**config.mk**
```make
export PLATFORM = sky130hd
export DESIGN_NAME = sed_scan_engine
export DESIGN_NICKNAME = d
export VERILOG_FILES = /design/src/design/sed_pkg.sv /design/src/design/sed_io_if.sv /design/src/design/sed_scan_engine.sv /design/src/design/sed_edge_eval.sv /design/src/design/sed_io_refresh.sv
export SDC_FILE = /design/constraint.sdc
export NUM_CORES = 1
export LEC_CHECK = 0
export ABC_AREA = 1
export BUFFER_PORTS_ARGS = -buffer_cell sky130_fd_sc_hd__buf_4
export CORE_MARGIN = 10
export CORE_UTILIZATION = 26
export DETAILED_ROUTE_END_ITERATION = 10
export SYNTH_ARGS = -nofsm -noshare
export SYNTH_HDL_FRONTEND = slang
export SYNTH_HIERARCHICAL = 1
export SYNTH_SLANG_ARGS = --single-unit
```
**constraint.sdc**
```tcl
create_clock -name i_ref_clk -period 3.25 [get_ports i_ref_clk]
set_input_delay 0.1625 -clock i_ref_clk [delete_from_list [all_inputs] [get_ports i_ref_clk]]
set_output_delay 0.1625 -clock i_ref_clk [all_outputs]
set_load 0.02 [all_outputs]
```
**src/design/sed_pkg.sv**
```systemverilog
package sed_pkg;
   localparam int   SED_WORD_W      = 16;
   localparam int   SED_BIT_W       = 4;
   localparam int   SED_NEG_BIT     = 15;
   localparam logic SED_RISE_PRESET = 1'b1;
   localparam logic SED_FALL_PRESET = 1'b0;

   typedef enum logic [2:0] {
      SED_PLAIN,
      SED_RISE_OUT,
      SED_FALL_OUT,
      SED_RISE_IN,
      SED_RISE_IN_INV,
      SED_FALL_IN,
      SED_FALL_IN_INV
   } sed_kind_e;
endpackage : sed_pkg

```
**src/design/sed_io_if.sv**
```systemverilog
`timescale 1ns/1ps
interface sed_io_if #(
   parameter int AW = 6
);
   import sed_pkg::*;
   logic [AW-1:0]         src_addr;
   logic [AW-1:0]         dst_addr;
   logic                  load_req;
   logic                  store_req;
   logic                  cyc_req;
   logic                  wr_en;
   logic                  wr_data;
   logic [SED_WORD_W-1:0] rd_word;

   modport eng (
      output src_addr, dst_addr, load_req, store_req, cyc_req, wr_en, wr_data,
      input  rd_word
   );
   modport io (
      input  src_addr, dst_addr, load_req, store_req, cyc_req, wr_en, wr_data,
      output rd_word
   );
endinterface : sed_io_if

```
**src/design/sed_scan_engine.sv**
```systemverilog
//Contract
// RULE1: Plain output runs whenever condition holds
// RULE2: Rising output runs only on OFF-to-ON
// RULE3: Falling output runs only on ON-to-OFF
// RULE4: Rising input gives one-cycle ON pulse
// RULE5: Inverted rising input gives one-cycle OFF
// RULE6: Falling input gives one-cycle ON pulse
// RULE7: Inverted falling input gives one-cycle OFF
// RULE8: Program limits falling option to few instructions
// RULE9: Per-instruction flags; start presets rise ON, fall OFF
// RULE10: Rising fires when condition ON, flag OFF
// RULE11: Interlock freezes previous-value flags
// RULE12: Skipped instruction keeps its flag unchanged
// RULE13: Program avoids always-ON inputs on rising
// RULE14: Ready task runs from start to end
// RULE15: Cyclic refresh after highest ready task ends
// RULE16: Immediate refresh moves whole 16-bit words
// RULE17: Immediate inputs refreshed before execution
// RULE18: Immediate outputs written after execution
// RULE19: Negative word flagged by top bit
// RULE20: Flag updated at evaluation, pulse lasts scan
`timescale 1ns/1ps
module sed_scan_engine #(
   parameter  int SLOTS = 32,
   parameter  int WORDS = 4,
   parameter  int TASKS = 8,
   localparam int SW    = $clog2(SLOTS),
   localparam int AW    = $clog2(WORDS) + sed_pkg::SED_BIT_W,
   localparam int TW    = $clog2(TASKS),
   localparam int NB    = WORDS * sed_pkg::SED_WORD_W
) (
   input  wire logic               i_ref_clk,
   input  wire logic               i_rst_n,
   input  wire logic               i_start,
   input  wire logic               i_eval,
   input  wire logic [SW-1:0]      i_slot,
   input  wire sed_pkg::sed_kind_e i_kind,
   input  wire logic               i_imm,
   input  wire logic               i_interlock,
   input  wire logic               i_skip,
   input  wire logic [AW-1:0]      i_src_addr,
   input  wire logic               i_dst_en,
   input  wire logic [AW-1:0]      i_dst_addr,
   input  wire logic [TASKS-1:0]   i_task_ready,
   input  wire logic               i_task_begin,
   input  wire logic               i_task_end,
   input  wire logic [TW-1:0]      i_task_id,
   input  wire logic [NB-1:0]      i_ext_in,
   output logic                    o_busy,
   output logic                    o_done,
   output logic                    o_exec,
   output logic                    o_power,
   output logic                    o_src_neg,
   output logic [TASKS-1:0]        o_task_run,
   output logic                    o_cyc_done,
   output logic [NB-1:0]           o_ext_out
);
   import sed_pkg::*;

   typedef enum logic [2:0] {ST_IDLE, ST_LOAD, ST_READ, ST_EVAL, ST_STORE} sed_state_e;

   sed_state_e       state_reg;
   sed_state_e       state_next;
   logic [SW-1:0]    slot_reg;
   logic [SW-1:0]    slot_next;
   sed_kind_e        kind_reg;
   sed_kind_e        kind_next;
   logic             imm_reg;
   logic             imm_next;
   logic             lock_reg;
   logic             lock_next;
   logic             skip_reg;
   logic             skip_next;
   logic [AW-1:0]    src_reg;
   logic [AW-1:0]    src_next;
   logic             dsten_reg;
   logic             dsten_next;
   logic [AW-1:0]    dst_reg;
   logic [AW-1:0]    dst_next;
   logic [SLOTS-1:0] rise_flag_reg;
   logic [SLOTS-1:0] rise_flag_next;
   logic [SLOTS-1:0] fall_flag_reg;
   logic [SLOTS-1:0] fall_flag_next;
   logic             exec_reg;
   logic             exec_next;
   logic             power_reg;
   logic             power_next;
   logic             done_reg;
   logic             done_next;
   logic             neg_reg;
   logic             neg_next;
   logic             busy_reg;
   logic             busy_next;
   logic [TASKS-1:0] task_run_reg;
   logic [TASKS-1:0] task_run_next;
   logic [TASKS-1:0] others_run;
   logic             cyc_req_reg;
   logic             cyc_req_next;
   logic             cyc_done_reg;
   logic             cyc_done_next;
   logic [TW-1:0]    top_ready;
   logic             has_ready;

   logic             cond_w;
   logic             active_w;
   logic             eval_now;
   logic             e_exec;
   logic             e_power;
   logic             e_rise_we;
   logic             e_fall_we;

   sed_io_if #(.AW(AW)) io_bus ();

   assign eval_now = (state_reg == ST_EVAL);
   assign active_w = !lock_reg && !skip_reg;
   assign cond_w   = io_bus.rd_word[src_reg[SED_BIT_W-1:0]];

   sed_edge_eval u_edge (
      .i_kind      (kind_reg),
      .i_cond      (cond_w),
      .i_rise_prev (rise_flag_reg[slot_reg]),
      .i_fall_prev (fall_flag_reg[slot_reg]),
      .i_active    (active_w),
      .o_exec      (e_exec),
      .o_power     (e_power),
      .o_rise_we   (e_rise_we),
      .o_fall_we   (e_fall_we)
   );

   sed_io_refresh #(.WORDS(WORDS)) u_refresh (
      .i_ref_clk (i_ref_clk),
      .i_rst_n   (i_rst_n),
      .io_bus    (io_bus.io),
      .i_ext_in  (i_ext_in),
      .o_ext_out (o_ext_out)
   );

   assign io_bus.src_addr  = src_reg;
   assign io_bus.dst_addr  = dst_reg;
   assign io_bus.load_req  = (state_reg == ST_LOAD); // RULE17
   assign io_bus.store_req = (state_reg == ST_STORE); // RULE18
   assign io_bus.cyc_req   = cyc_req_reg;
   assign io_bus.wr_en     = eval_now && dsten_reg && active_w;
   assign io_bus.wr_data   = e_power;

   // Instruction sequencer and previous-value flags
   always_comb begin
      state_next     = state_reg;
      slot_next      = slot_reg;
      kind_next      = kind_reg;
      imm_next       = imm_reg;
      lock_next      = lock_reg;
      skip_next      = skip_reg;
      src_next       = src_reg;
      dsten_next     = dsten_reg;
      dst_next       = dst_reg;
      rise_flag_next = rise_flag_reg;
      fall_flag_next = fall_flag_reg;
      exec_next      = 1'b0;
      power_next     = power_reg;
      done_next      = 1'b0;
      neg_next       = neg_reg;
      case (state_reg)
         ST_IDLE: begin
            if (i_eval) begin
               slot_next  = i_slot;
               kind_next  = i_kind;
               imm_next   = i_imm;
               lock_next  = i_interlock;
               skip_next  = i_skip;
               src_next   = i_src_addr;
               dsten_next = i_dst_en;
               dst_next   = i_dst_addr;
               state_next = i_imm ? ST_LOAD : ST_READ;
            end
         end
         ST_LOAD: begin
            state_next = ST_READ;
         end
         ST_READ: begin
            state_next = ST_EVAL;
         end
         ST_EVAL: begin
            if (e_rise_we) begin
               rise_flag_next[slot_reg] = cond_w; // RULE20
            end
            if (e_fall_we) begin
               fall_flag_next[slot_reg] = cond_w; // RULE20
            end
            exec_next  = e_exec;
            power_next = e_power;
            done_next  = 1'b1;
            neg_next   = io_bus.rd_word[SED_NEG_BIT]; // RULE19
            state_next = imm_reg ? ST_STORE : ST_IDLE;
         end
         ST_STORE: begin
            state_next = ST_IDLE;
         end
         default: begin
            state_next = ST_IDLE;
         end
      endcase
      // Start of operation acts as a reset of the scan state
      if (i_start) begin
         state_next     = ST_IDLE;
         rise_flag_next = {SLOTS{SED_RISE_PRESET}}; // RULE9
         fall_flag_next = {SLOTS{SED_FALL_PRESET}}; // RULE9
         exec_next      = 1'b0;
         power_next     = 1'b0;
         done_next      = 1'b0;
      end
      busy_next = (state_next != ST_IDLE);
   end

   always_ff @(posedge i_ref_clk) begin
      if (!i_rst_n) begin
         state_reg     <= ST_IDLE;
         slot_reg      <= '0;
         kind_reg      <= SED_PLAIN;
         imm_reg       <= 1'b0;
         lock_reg      <= 1'b0;
         skip_reg      <= 1'b0;
         src_reg       <= '0;
         dsten_reg     <= 1'b0;
         dst_reg       <= '0;
         rise_flag_reg <= {SLOTS{SED_RISE_PRESET}};
         fall_flag_reg <= {SLOTS{SED_FALL_PRESET}};
         exec_reg      <= 1'b0;
         power_reg     <= 1'b0;
         done_reg      <= 1'b0;
         neg_reg       <= 1'b0;
         busy_reg      <= 1'b0;
      end else begin
         state_reg     <= state_next;
         slot_reg      <= slot_next;
         kind_reg      <= kind_next;
         imm_reg       <= imm_next;
         lock_reg      <= lock_next;
         skip_reg      <= skip_next;
         src_reg       <= src_next;
         dsten_reg     <= dsten_next;
         dst_reg       <= dst_next;
         rise_flag_reg <= rise_flag_next;
         fall_flag_reg <= fall_flag_next;
         exec_reg      <= exec_next;
         power_reg     <= power_next;
         done_reg      <= done_next;
         neg_reg       <= neg_next;
         busy_reg      <= busy_next;
      end
   end

   // Task tracking and cyclic refresh trigger
   always_comb begin
      top_ready = '0;
      has_ready = 1'b0;
      for (int t = 0; t < TASKS; t++) begin
         if (i_task_ready[t]) begin
            top_ready = TW'(t);
            has_ready = 1'b1;
         end
      end
      others_run            = task_run_reg;
      others_run[i_task_id] = 1'b0;
      task_run_next         = task_run_reg;
      if (i_task_end) begin
         task_run_next[i_task_id] = 1'b0; // RULE14
      end
      if (i_task_begin) begin
         task_run_next[i_task_id] = 1'b1; // RULE14
      end
      cyc_req_next = i_task_end && has_ready && (i_task_id == top_ready)
                     && (others_run == '0); // RULE15
      cyc_done_next = cyc_req_reg;
      if (i_start) begin
         task_run_next = '0;
         cyc_req_next  = 1'b0;
      end
   end

   always_ff @(posedge i_ref_clk) begin
      if (!i_rst_n) begin
         task_run_reg <= '0;
         cyc_req_reg  <= 1'b0;
         cyc_done_reg <= 1'b0;
      end else begin
         task_run_reg <= task_run_next;
         cyc_req_reg  <= cyc_req_next;
         cyc_done_reg <= cyc_done_next;
      end
   end

   assign o_busy     = busy_reg;
   assign o_done     = done_reg;
   assign o_exec     = exec_reg;
   assign o_power    = power_reg;
   assign o_src_neg  = neg_reg;
   assign o_task_run = task_run_reg;
   assign o_cyc_done = cyc_done_reg;

   a_plain_exec : assert property (@(posedge i_ref_clk) disable iff (!i_rst_n) // RULE1
      (eval_now && kind_reg == SED_PLAIN && active_w && !i_start) |=>
      (o_done && o_exec == $past(cond_w)))
      else $error("plain output did not follow its condition");
   a_rise_out_edge : assert property (@(posedge i_ref_clk) disable iff (!i_rst_n) // RULE2
      (eval_now && kind_reg == SED_RISE_OUT && active_w && !i_start && cond_w
       && rise_flag_reg[slot_reg]) |=> !o_exec)
      else $error("rising output ran without an edge");
   a_fall_out_edge : assert property (@(posedge i_ref_clk) disable iff (!i_rst_n) // RULE3
      (eval_now && kind_reg == SED_FALL_OUT && active_w && !i_start && !cond_w
       && fall_flag_reg[slot_reg]) |=> o_exec)
      else $error("falling output missed its edge");
   a_rise_in_inv : assert property (@(posedge i_ref_clk) disable iff (!i_rst_n) // RULE5
      (eval_now && kind_reg == SED_RISE_IN_INV && active_w && !i_start && cond_w
       && !rise_flag_reg[slot_reg]) |=> (o_done && !o_power))
      else $error("inverted rising input did not drop");
   a_fall_in_pulse : assert property (@(posedge i_ref_clk) disable iff (!i_rst_n) // RULE6
      (eval_now && kind_reg == SED_FALL_IN && active_w && !i_start && !cond_w
       && fall_flag_reg[slot_reg]) |=> o_power)
      else $error("falling input missed its pulse");
   a_start_preset : assert property (@(posedge i_ref_clk) disable iff (!i_rst_n) // RULE9
      i_start |=> (rise_flag_reg == {SLOTS{1'b1}} && fall_flag_reg == '0))
      else $error("flags not preset at start");
   a_flag_update : assert property (@(posedge i_ref_clk) disable iff (!i_rst_n) // RULE20
      (eval_now && active_w && !i_start && (kind_reg == SED_RISE_OUT || kind_reg == SED_RISE_IN))
      |=> rise_flag_reg[slot_reg] == $past(cond_w))
      else $error("rising flag not updated at evaluation");
   a_lock_hold : assert property (@(posedge i_ref_clk) disable iff (!i_rst_n) // RULE11
      (eval_now && lock_reg && !i_start) |=>
      ($stable(rise_flag_reg) && $stable(fall_flag_reg) && !o_exec))
      else $error("flag changed inside interlock");
   a_skip_hold : assert property (@(posedge i_ref_clk) disable iff (!i_rst_n) // RULE12
      (eval_now && skip_reg && !i_start) |=>
      ($stable(rise_flag_reg) && $stable(fall_flag_reg) && !o_power))
      else $error("flag changed while skipped");
   a_done_latency : assert property (@(posedge i_ref_clk) disable iff (!i_rst_n) // RULE17
      (state_reg == ST_IDLE && i_eval && i_imm && !i_start) ##1 (!i_start) [*3] |=>
      (o_done && state_reg == ST_STORE))
      else $error("immediate instruction sequence out of order");
   a_cyc_trigger : assert property (@(posedge i_ref_clk) disable iff (!i_rst_n) // RULE15
      (i_task_end && i_task_id != top_ready) |=> !cyc_req_reg ##1 !o_cyc_done)
      else $error("refresh after a lower task end");
   a_task_run : assert property (@(posedge i_ref_clk) disable iff (!i_rst_n) // RULE14
      (i_task_begin && !i_start) |=> o_task_run[$past(i_task_id)])
      else $error("task not marked running");
   a_neg_sign : assert property (@(posedge i_ref_clk) disable iff (!i_rst_n) // RULE19
      (eval_now && !i_start) |=> o_src_neg == $past(io_bus.rd_word[SED_NEG_BIT]))
      else $error("sign flag wrong");
endmodule : sed_scan_engine

```
**src/design/sed_edge_eval.sv**
```systemverilog
`timescale 1ns/1ps
module sed_edge_eval (
   input  wire sed_pkg::sed_kind_e i_kind,
   input  wire logic               i_cond,
   input  wire logic               i_rise_prev,
   input  wire logic               i_fall_prev,
   input  wire logic               i_active,
   output logic                    o_exec,
   output logic                    o_power,
   output logic                    o_rise_we,
   output logic                    o_fall_we
);
   import sed_pkg::*;

   logic rise_edge;
   logic fall_edge;

   always_comb begin
      rise_edge = i_cond & ~i_rise_prev; // RULE10
      fall_edge = ~i_cond & i_fall_prev;
      o_exec    = 1'b0;
      o_power   = 1'b0;
      o_rise_we = 1'b0;
      o_fall_we = 1'b0;
      // Locked or skipped: nothing runs and the flags keep their value
      if (i_active) begin // RULE11 RULE12
         case (i_kind)
            SED_PLAIN: begin
               o_exec  = i_cond; // RULE1
               o_power = i_cond;
            end
            SED_RISE_OUT: begin
               o_exec    = rise_edge; // RULE2
               o_power   = rise_edge;
               o_rise_we = 1'b1;
            end
            SED_FALL_OUT: begin
               o_exec    = fall_edge; // RULE3
               o_power   = fall_edge;
               o_fall_we = 1'b1;
            end
            SED_RISE_IN: begin
               o_power   = rise_edge; // RULE4
               o_rise_we = 1'b1;
            end
            SED_RISE_IN_INV: begin
               o_power   = ~rise_edge; // RULE5
               o_rise_we = 1'b1;
            end
            SED_FALL_IN: begin
               o_power   = fall_edge; // RULE6
               o_fall_we = 1'b1;
            end
            SED_FALL_IN_INV: begin
               o_power   = ~fall_edge; // RULE7
               o_fall_we = 1'b1;
            end
            default: begin
               o_exec  = 1'b0;
               o_power = 1'b0;
            end
         endcase
      end
   end
endmodule : sed_edge_eval

```
**src/design/sed_io_refresh.sv**
```systemverilog
`timescale 1ns/1ps
module sed_io_refresh #(
   parameter  int WORDS = 4,
   localparam int NB    = WORDS * sed_pkg::SED_WORD_W,
   localparam int AW    = $clog2(WORDS) + sed_pkg::SED_BIT_W
) (
   input  wire logic          i_ref_clk,
   input  wire logic          i_rst_n,
   sed_io_if.io               io_bus,
   input  wire logic [NB-1:0] i_ext_in,
   output logic      [NB-1:0] o_ext_out
);
   import sed_pkg::*;

   logic [NB-1:0]         in_img_reg;
   logic [NB-1:0]         in_img_next;
   logic [NB-1:0]         out_img_reg;
   logic [NB-1:0]         out_img_next;
   logic [NB-1:0]         ext_out_reg;
   logic [NB-1:0]         ext_out_next;
   logic [SED_WORD_W-1:0] rd_word_reg;
   logic [SED_WORD_W-1:0] rd_word_next;
   int                    src_wd;
   int                    dst_wd;

   assign src_wd = int'(io_bus.src_addr[AW-1:SED_BIT_W]);
   assign dst_wd = int'(io_bus.dst_addr[AW-1:SED_BIT_W]);

   always_comb begin
      in_img_next  = in_img_reg;
      out_img_next = out_img_reg;
      ext_out_next = ext_out_reg;
      // Cyclic refresh moves every point at once and overrides a word refresh
      if (io_bus.cyc_req) begin
         in_img_next  = i_ext_in; // RULE15
         ext_out_next = out_img_reg; // RULE15
      end else begin
         if (io_bus.load_req) begin
            in_img_next[src_wd*SED_WORD_W +: SED_WORD_W] =
               i_ext_in[src_wd*SED_WORD_W +: SED_WORD_W]; // RULE16 RULE17
         end
         if (io_bus.store_req) begin
            ext_out_next[dst_wd*SED_WORD_W +: SED_WORD_W] =
               out_img_reg[dst_wd*SED_WORD_W +: SED_WORD_W]; // RULE16 RULE18
         end
      end
      if (io_bus.wr_en) begin
         out_img_next[io_bus.dst_addr] = io_bus.wr_data;
      end
      rd_word_next = in_img_reg[src_wd*SED_WORD_W +: SED_WORD_W];
   end

   always_ff @(posedge i_ref_clk) begin
      if (!i_rst_n) begin
         in_img_reg  <= '0;
         out_img_reg <= '0;
         ext_out_reg <= '0;
         rd_word_reg <= '0;
      end else begin
         in_img_reg  <= in_img_next;
         out_img_reg <= out_img_next;
         ext_out_reg <= ext_out_next;
         rd_word_reg <= rd_word_next;
      end
   end

   assign io_bus.rd_word = rd_word_reg;
   assign o_ext_out      = ext_out_reg;

   a_word_load : assert property (@(posedge i_ref_clk) disable iff (!i_rst_n) // RULE17
      (io_bus.load_req && !io_bus.cyc_req) |=>
      in_img_reg[$past(src_wd)*SED_WORD_W +: SED_WORD_W] ==
      $past(i_ext_in[src_wd*SED_WORD_W +: SED_WORD_W]))
      else $error("immediate input word not loaded");
   a_word_store : assert property (@(posedge i_ref_clk) disable iff (!i_rst_n) // RULE18
      (io_bus.store_req && !io_bus.cyc_req) |=>
      ext_out_reg[$past(dst_wd)*SED_WORD_W +: SED_WORD_W] ==
      $past(out_img_reg[dst_wd*SED_WORD_W +: SED_WORD_W]))
      else $error("immediate output word not pushed");
   a_cyc_all : assert property (@(posedge i_ref_clk) disable iff (!i_rst_n) // RULE15
      io_bus.cyc_req |=> (in_img_reg == $past(i_ext_in)) && (ext_out_reg == $past(out_img_reg)))
      else $error("cyclic refresh did not move all points");
endmodule : sed_io_refresh

```
==> flow_summary.yaml <==
die:
  initial_core_util_pct: 26.2
  coreArea_sq_um: 67300
  fp-row-count: 95
  die_w_microns: 281
  die_height_microns: 281
  dieArea_sq_um: 78700
  pin_count: 183
min_path:
  hold_class: "input pin to register"
logic_synthesis:
  syn_inst: 2727
  synth_commonest_cells: "nand2_1 (568), inv_1 (359), dfxtp_1 (314)"
  ys.flop_type: "dfxtp_1"
  syn_area_per_cell_sq_um: 6.47
  synth_seq_cells: 314
  synthesis.area_sq_um: 17700
  yosysTopAreaCellShare_pct: 35.6
  yosysMostFrequentCell: "nand2_1"
  synthesis.nets: 2845
  synth_cell_types: 34
  synth.largest_area_cell: "dfxtp_1"
  async_flop_share_pct: 0
  synth-edff-count: 0
  synth-seq-area-share_pct: 35.6
  yosys_warnings: 6
  synth.area.top_cells: "dfxtp_1 (36%), nand2_1 (12%), nand3_1 (8.5%)"
routing:
  dr.pass1.iters: 7
  wire_per_inst_microns: 16.8
  vias: 18400
  drc: 0
  drt_iter0_drc: 1780
  postRouteAntennaNets: 0
  viasPerCell: 4.83
  wirelength_microns: 64100
grt:
  track_usage_pct: 15.7
  grt_overflow_total: 0
  grt_pass1_wl_microns: 99600
  grt_max_degree: 82
  antenna_found_initial: 3
  grt_pass1_vias: 16700
clocking:
  htree_levels: 2
  clk_pin_slew_ns: 0.06
  cts_setup_buffers: 0
  cts_tree: "yes"
  cts_sinks: 314
  root_buffer: "clkbuf_16"
  clk_latency_ns: 0.57
  cts.path.max_buffers: 3
  cts_buffers: 38
final_layout:
  final_nets: 3022
  fillers: 7322
  utilization_pct: 32.3
  synthToLayoutAreaGrowth_pct: 23.1
  layout-drive-gt1-share_pct: 14.4
sta:
  slew_viol_final: 0
  fin_crit_ns: 2.79
  finClkSkew_ns: 0.0282
  holdWs_ns: 0.0183
  tightest_slew_ns: 0.999
  setup_viol: 0
  fmax_mhz: 358
  fin_crit_sh_pct: 85.8
  hold_viol: 0
  relSlewSlack_pct: 33.4
  rsz0062_at_grt: "no"
  finalSetupTns_ns: 0
placement:
  portBuffers: 182
  finalWeightedCongestion: 0.860
  dp_hpwl_microns: 43600
critical_path:
  worst-setup-path-type: "register to register"
  cp.required_ns: 3.72
  worstSetupEndpointType: "register"
  startpoint_type: "register"
  crit_fanout: 65
  worstPathArrival_ns: 3.26
power_and_ir_drop:
  ir_drop_uv: 276
  powerDensity_nw_per_um2: 452
  power_mw: 9.81
  power.leakage_nw: 9.10
flow_run:
  drv_cap: 0
run_status:
  status: "complete, no violations"
-- worst paths after layout --
path	start	end	slack, ns	depth (start not counted)
worst max-delay path	slot_reg[1]	u_refresh/out_img_reg[45]	0.46	20
worst min-delay path	i_slot[0]	slot_reg[0]	0.02	3
worst max register to register	slot_reg[1]	u_refresh/out_img_reg[45]	0.46	20
worst min register to register	lock_reg	lock_reg	0.49	2
-- metrics by stage --
stage / instances / cell area, sq um / worst slack [ns]
finish: 3807 / 21700 / 0.460
global route: 3806 / 21700 / 0.145
CTS: 3805 / 21700 / 0.335
detailed placement: 3654 / 19600 / 0.376
global placement: 3654 / 19600 / 0.420
floorplan: 2727 / 17700 / 0.757
-- kinds of logic after synthesis --
family / share of synthesized area, %
AOI/OAI and AO/OA: 15.3
DFF: 35.6
adders and majority gates: 0.922
buffers and inverters: 13.3
and+or+nand+nor: 34.8
-- routing by layer --
layer,vias up,GRT usage (%),wire (microns)
met2,654,23.7,28100
met3,95,2.81,4400
met4,4,4.45,1500
li1,9180,-,-
met1,8455,22.3,30100
met5,-,0,21
-- final cells by class --
cell class | count | area (sq um) | share of cell area (%)
multi-input cells | 1864 | 9030 | 41.6
flip-flops and latches | 314 | 6290 | 29.0
repair buffers | 309 | 2550 | 11.8
inverters | 377 | 1430 | 6.58
clock buffers | 52 | 1120 | 5.18
well taps | 873 | 1090 | 5.03
clock inverters | 16 | 191 | 0.881
diodes | 2 | 5.00 | 0.0230
-- what timing repair did --
item                                    CTS  global route
hold buffers                             83             0
hold endpoints to repair                 85             0
gates resized for setup                   0             1
endpoints found under the setup margin    0             2
-- cell usage in the layout (no fill, tap or decap), types with 5 or more instances in the layout --
master	n
clkbuf_16	39
nor3_2	67
dlygate4sd3_1	83
ha_1	13
clkinv_2	7
clkbuf_8	10
o21ai_0	193
nand2_2	9
nor2_1	272
nand2_1	567
dfxtp_1	310
inv_1	358
buf_4	224
inv_2	14
nor2_4	9
o22ai_1	33
a21oi_1	280
nand3_1	298
nand4_1	75
o21ai_1	12
nor2_2	9
nand2_4	5
-- power breakdown --
part / internal (mW) / total [mW] / switching (mW)
clock network: 2.68 / 4.47 / 1.79
registers: 3.91 / 3.97 / 0.0590
logic: 0.417 / 1.37 / 0.952
total: 7.00 / 9.81 / 2.81
-- critical path, stage by stage, from the launching register on --
cell     delay, ns
dfxtp_1       0.30
buf_4         0.20
inv_2         0.08
nand2_4       0.29
inv_2         0.20
a22oi_1       0.18
nand2_1       0.07
nand2_1       0.06
nand2_1       0.05
nor2_1        0.09
nand2_1       0.07
inv_1         0.05
nand2_1       0.06
inv_1         0.07
nand2_1       0.06
nand3_1       0.09
nor2_1        0.07
nor2_4        0.10
buf_12        0.27
nand3_1       0.11
a21oi_1       0.18
Power figures use the tool's default switching activity.
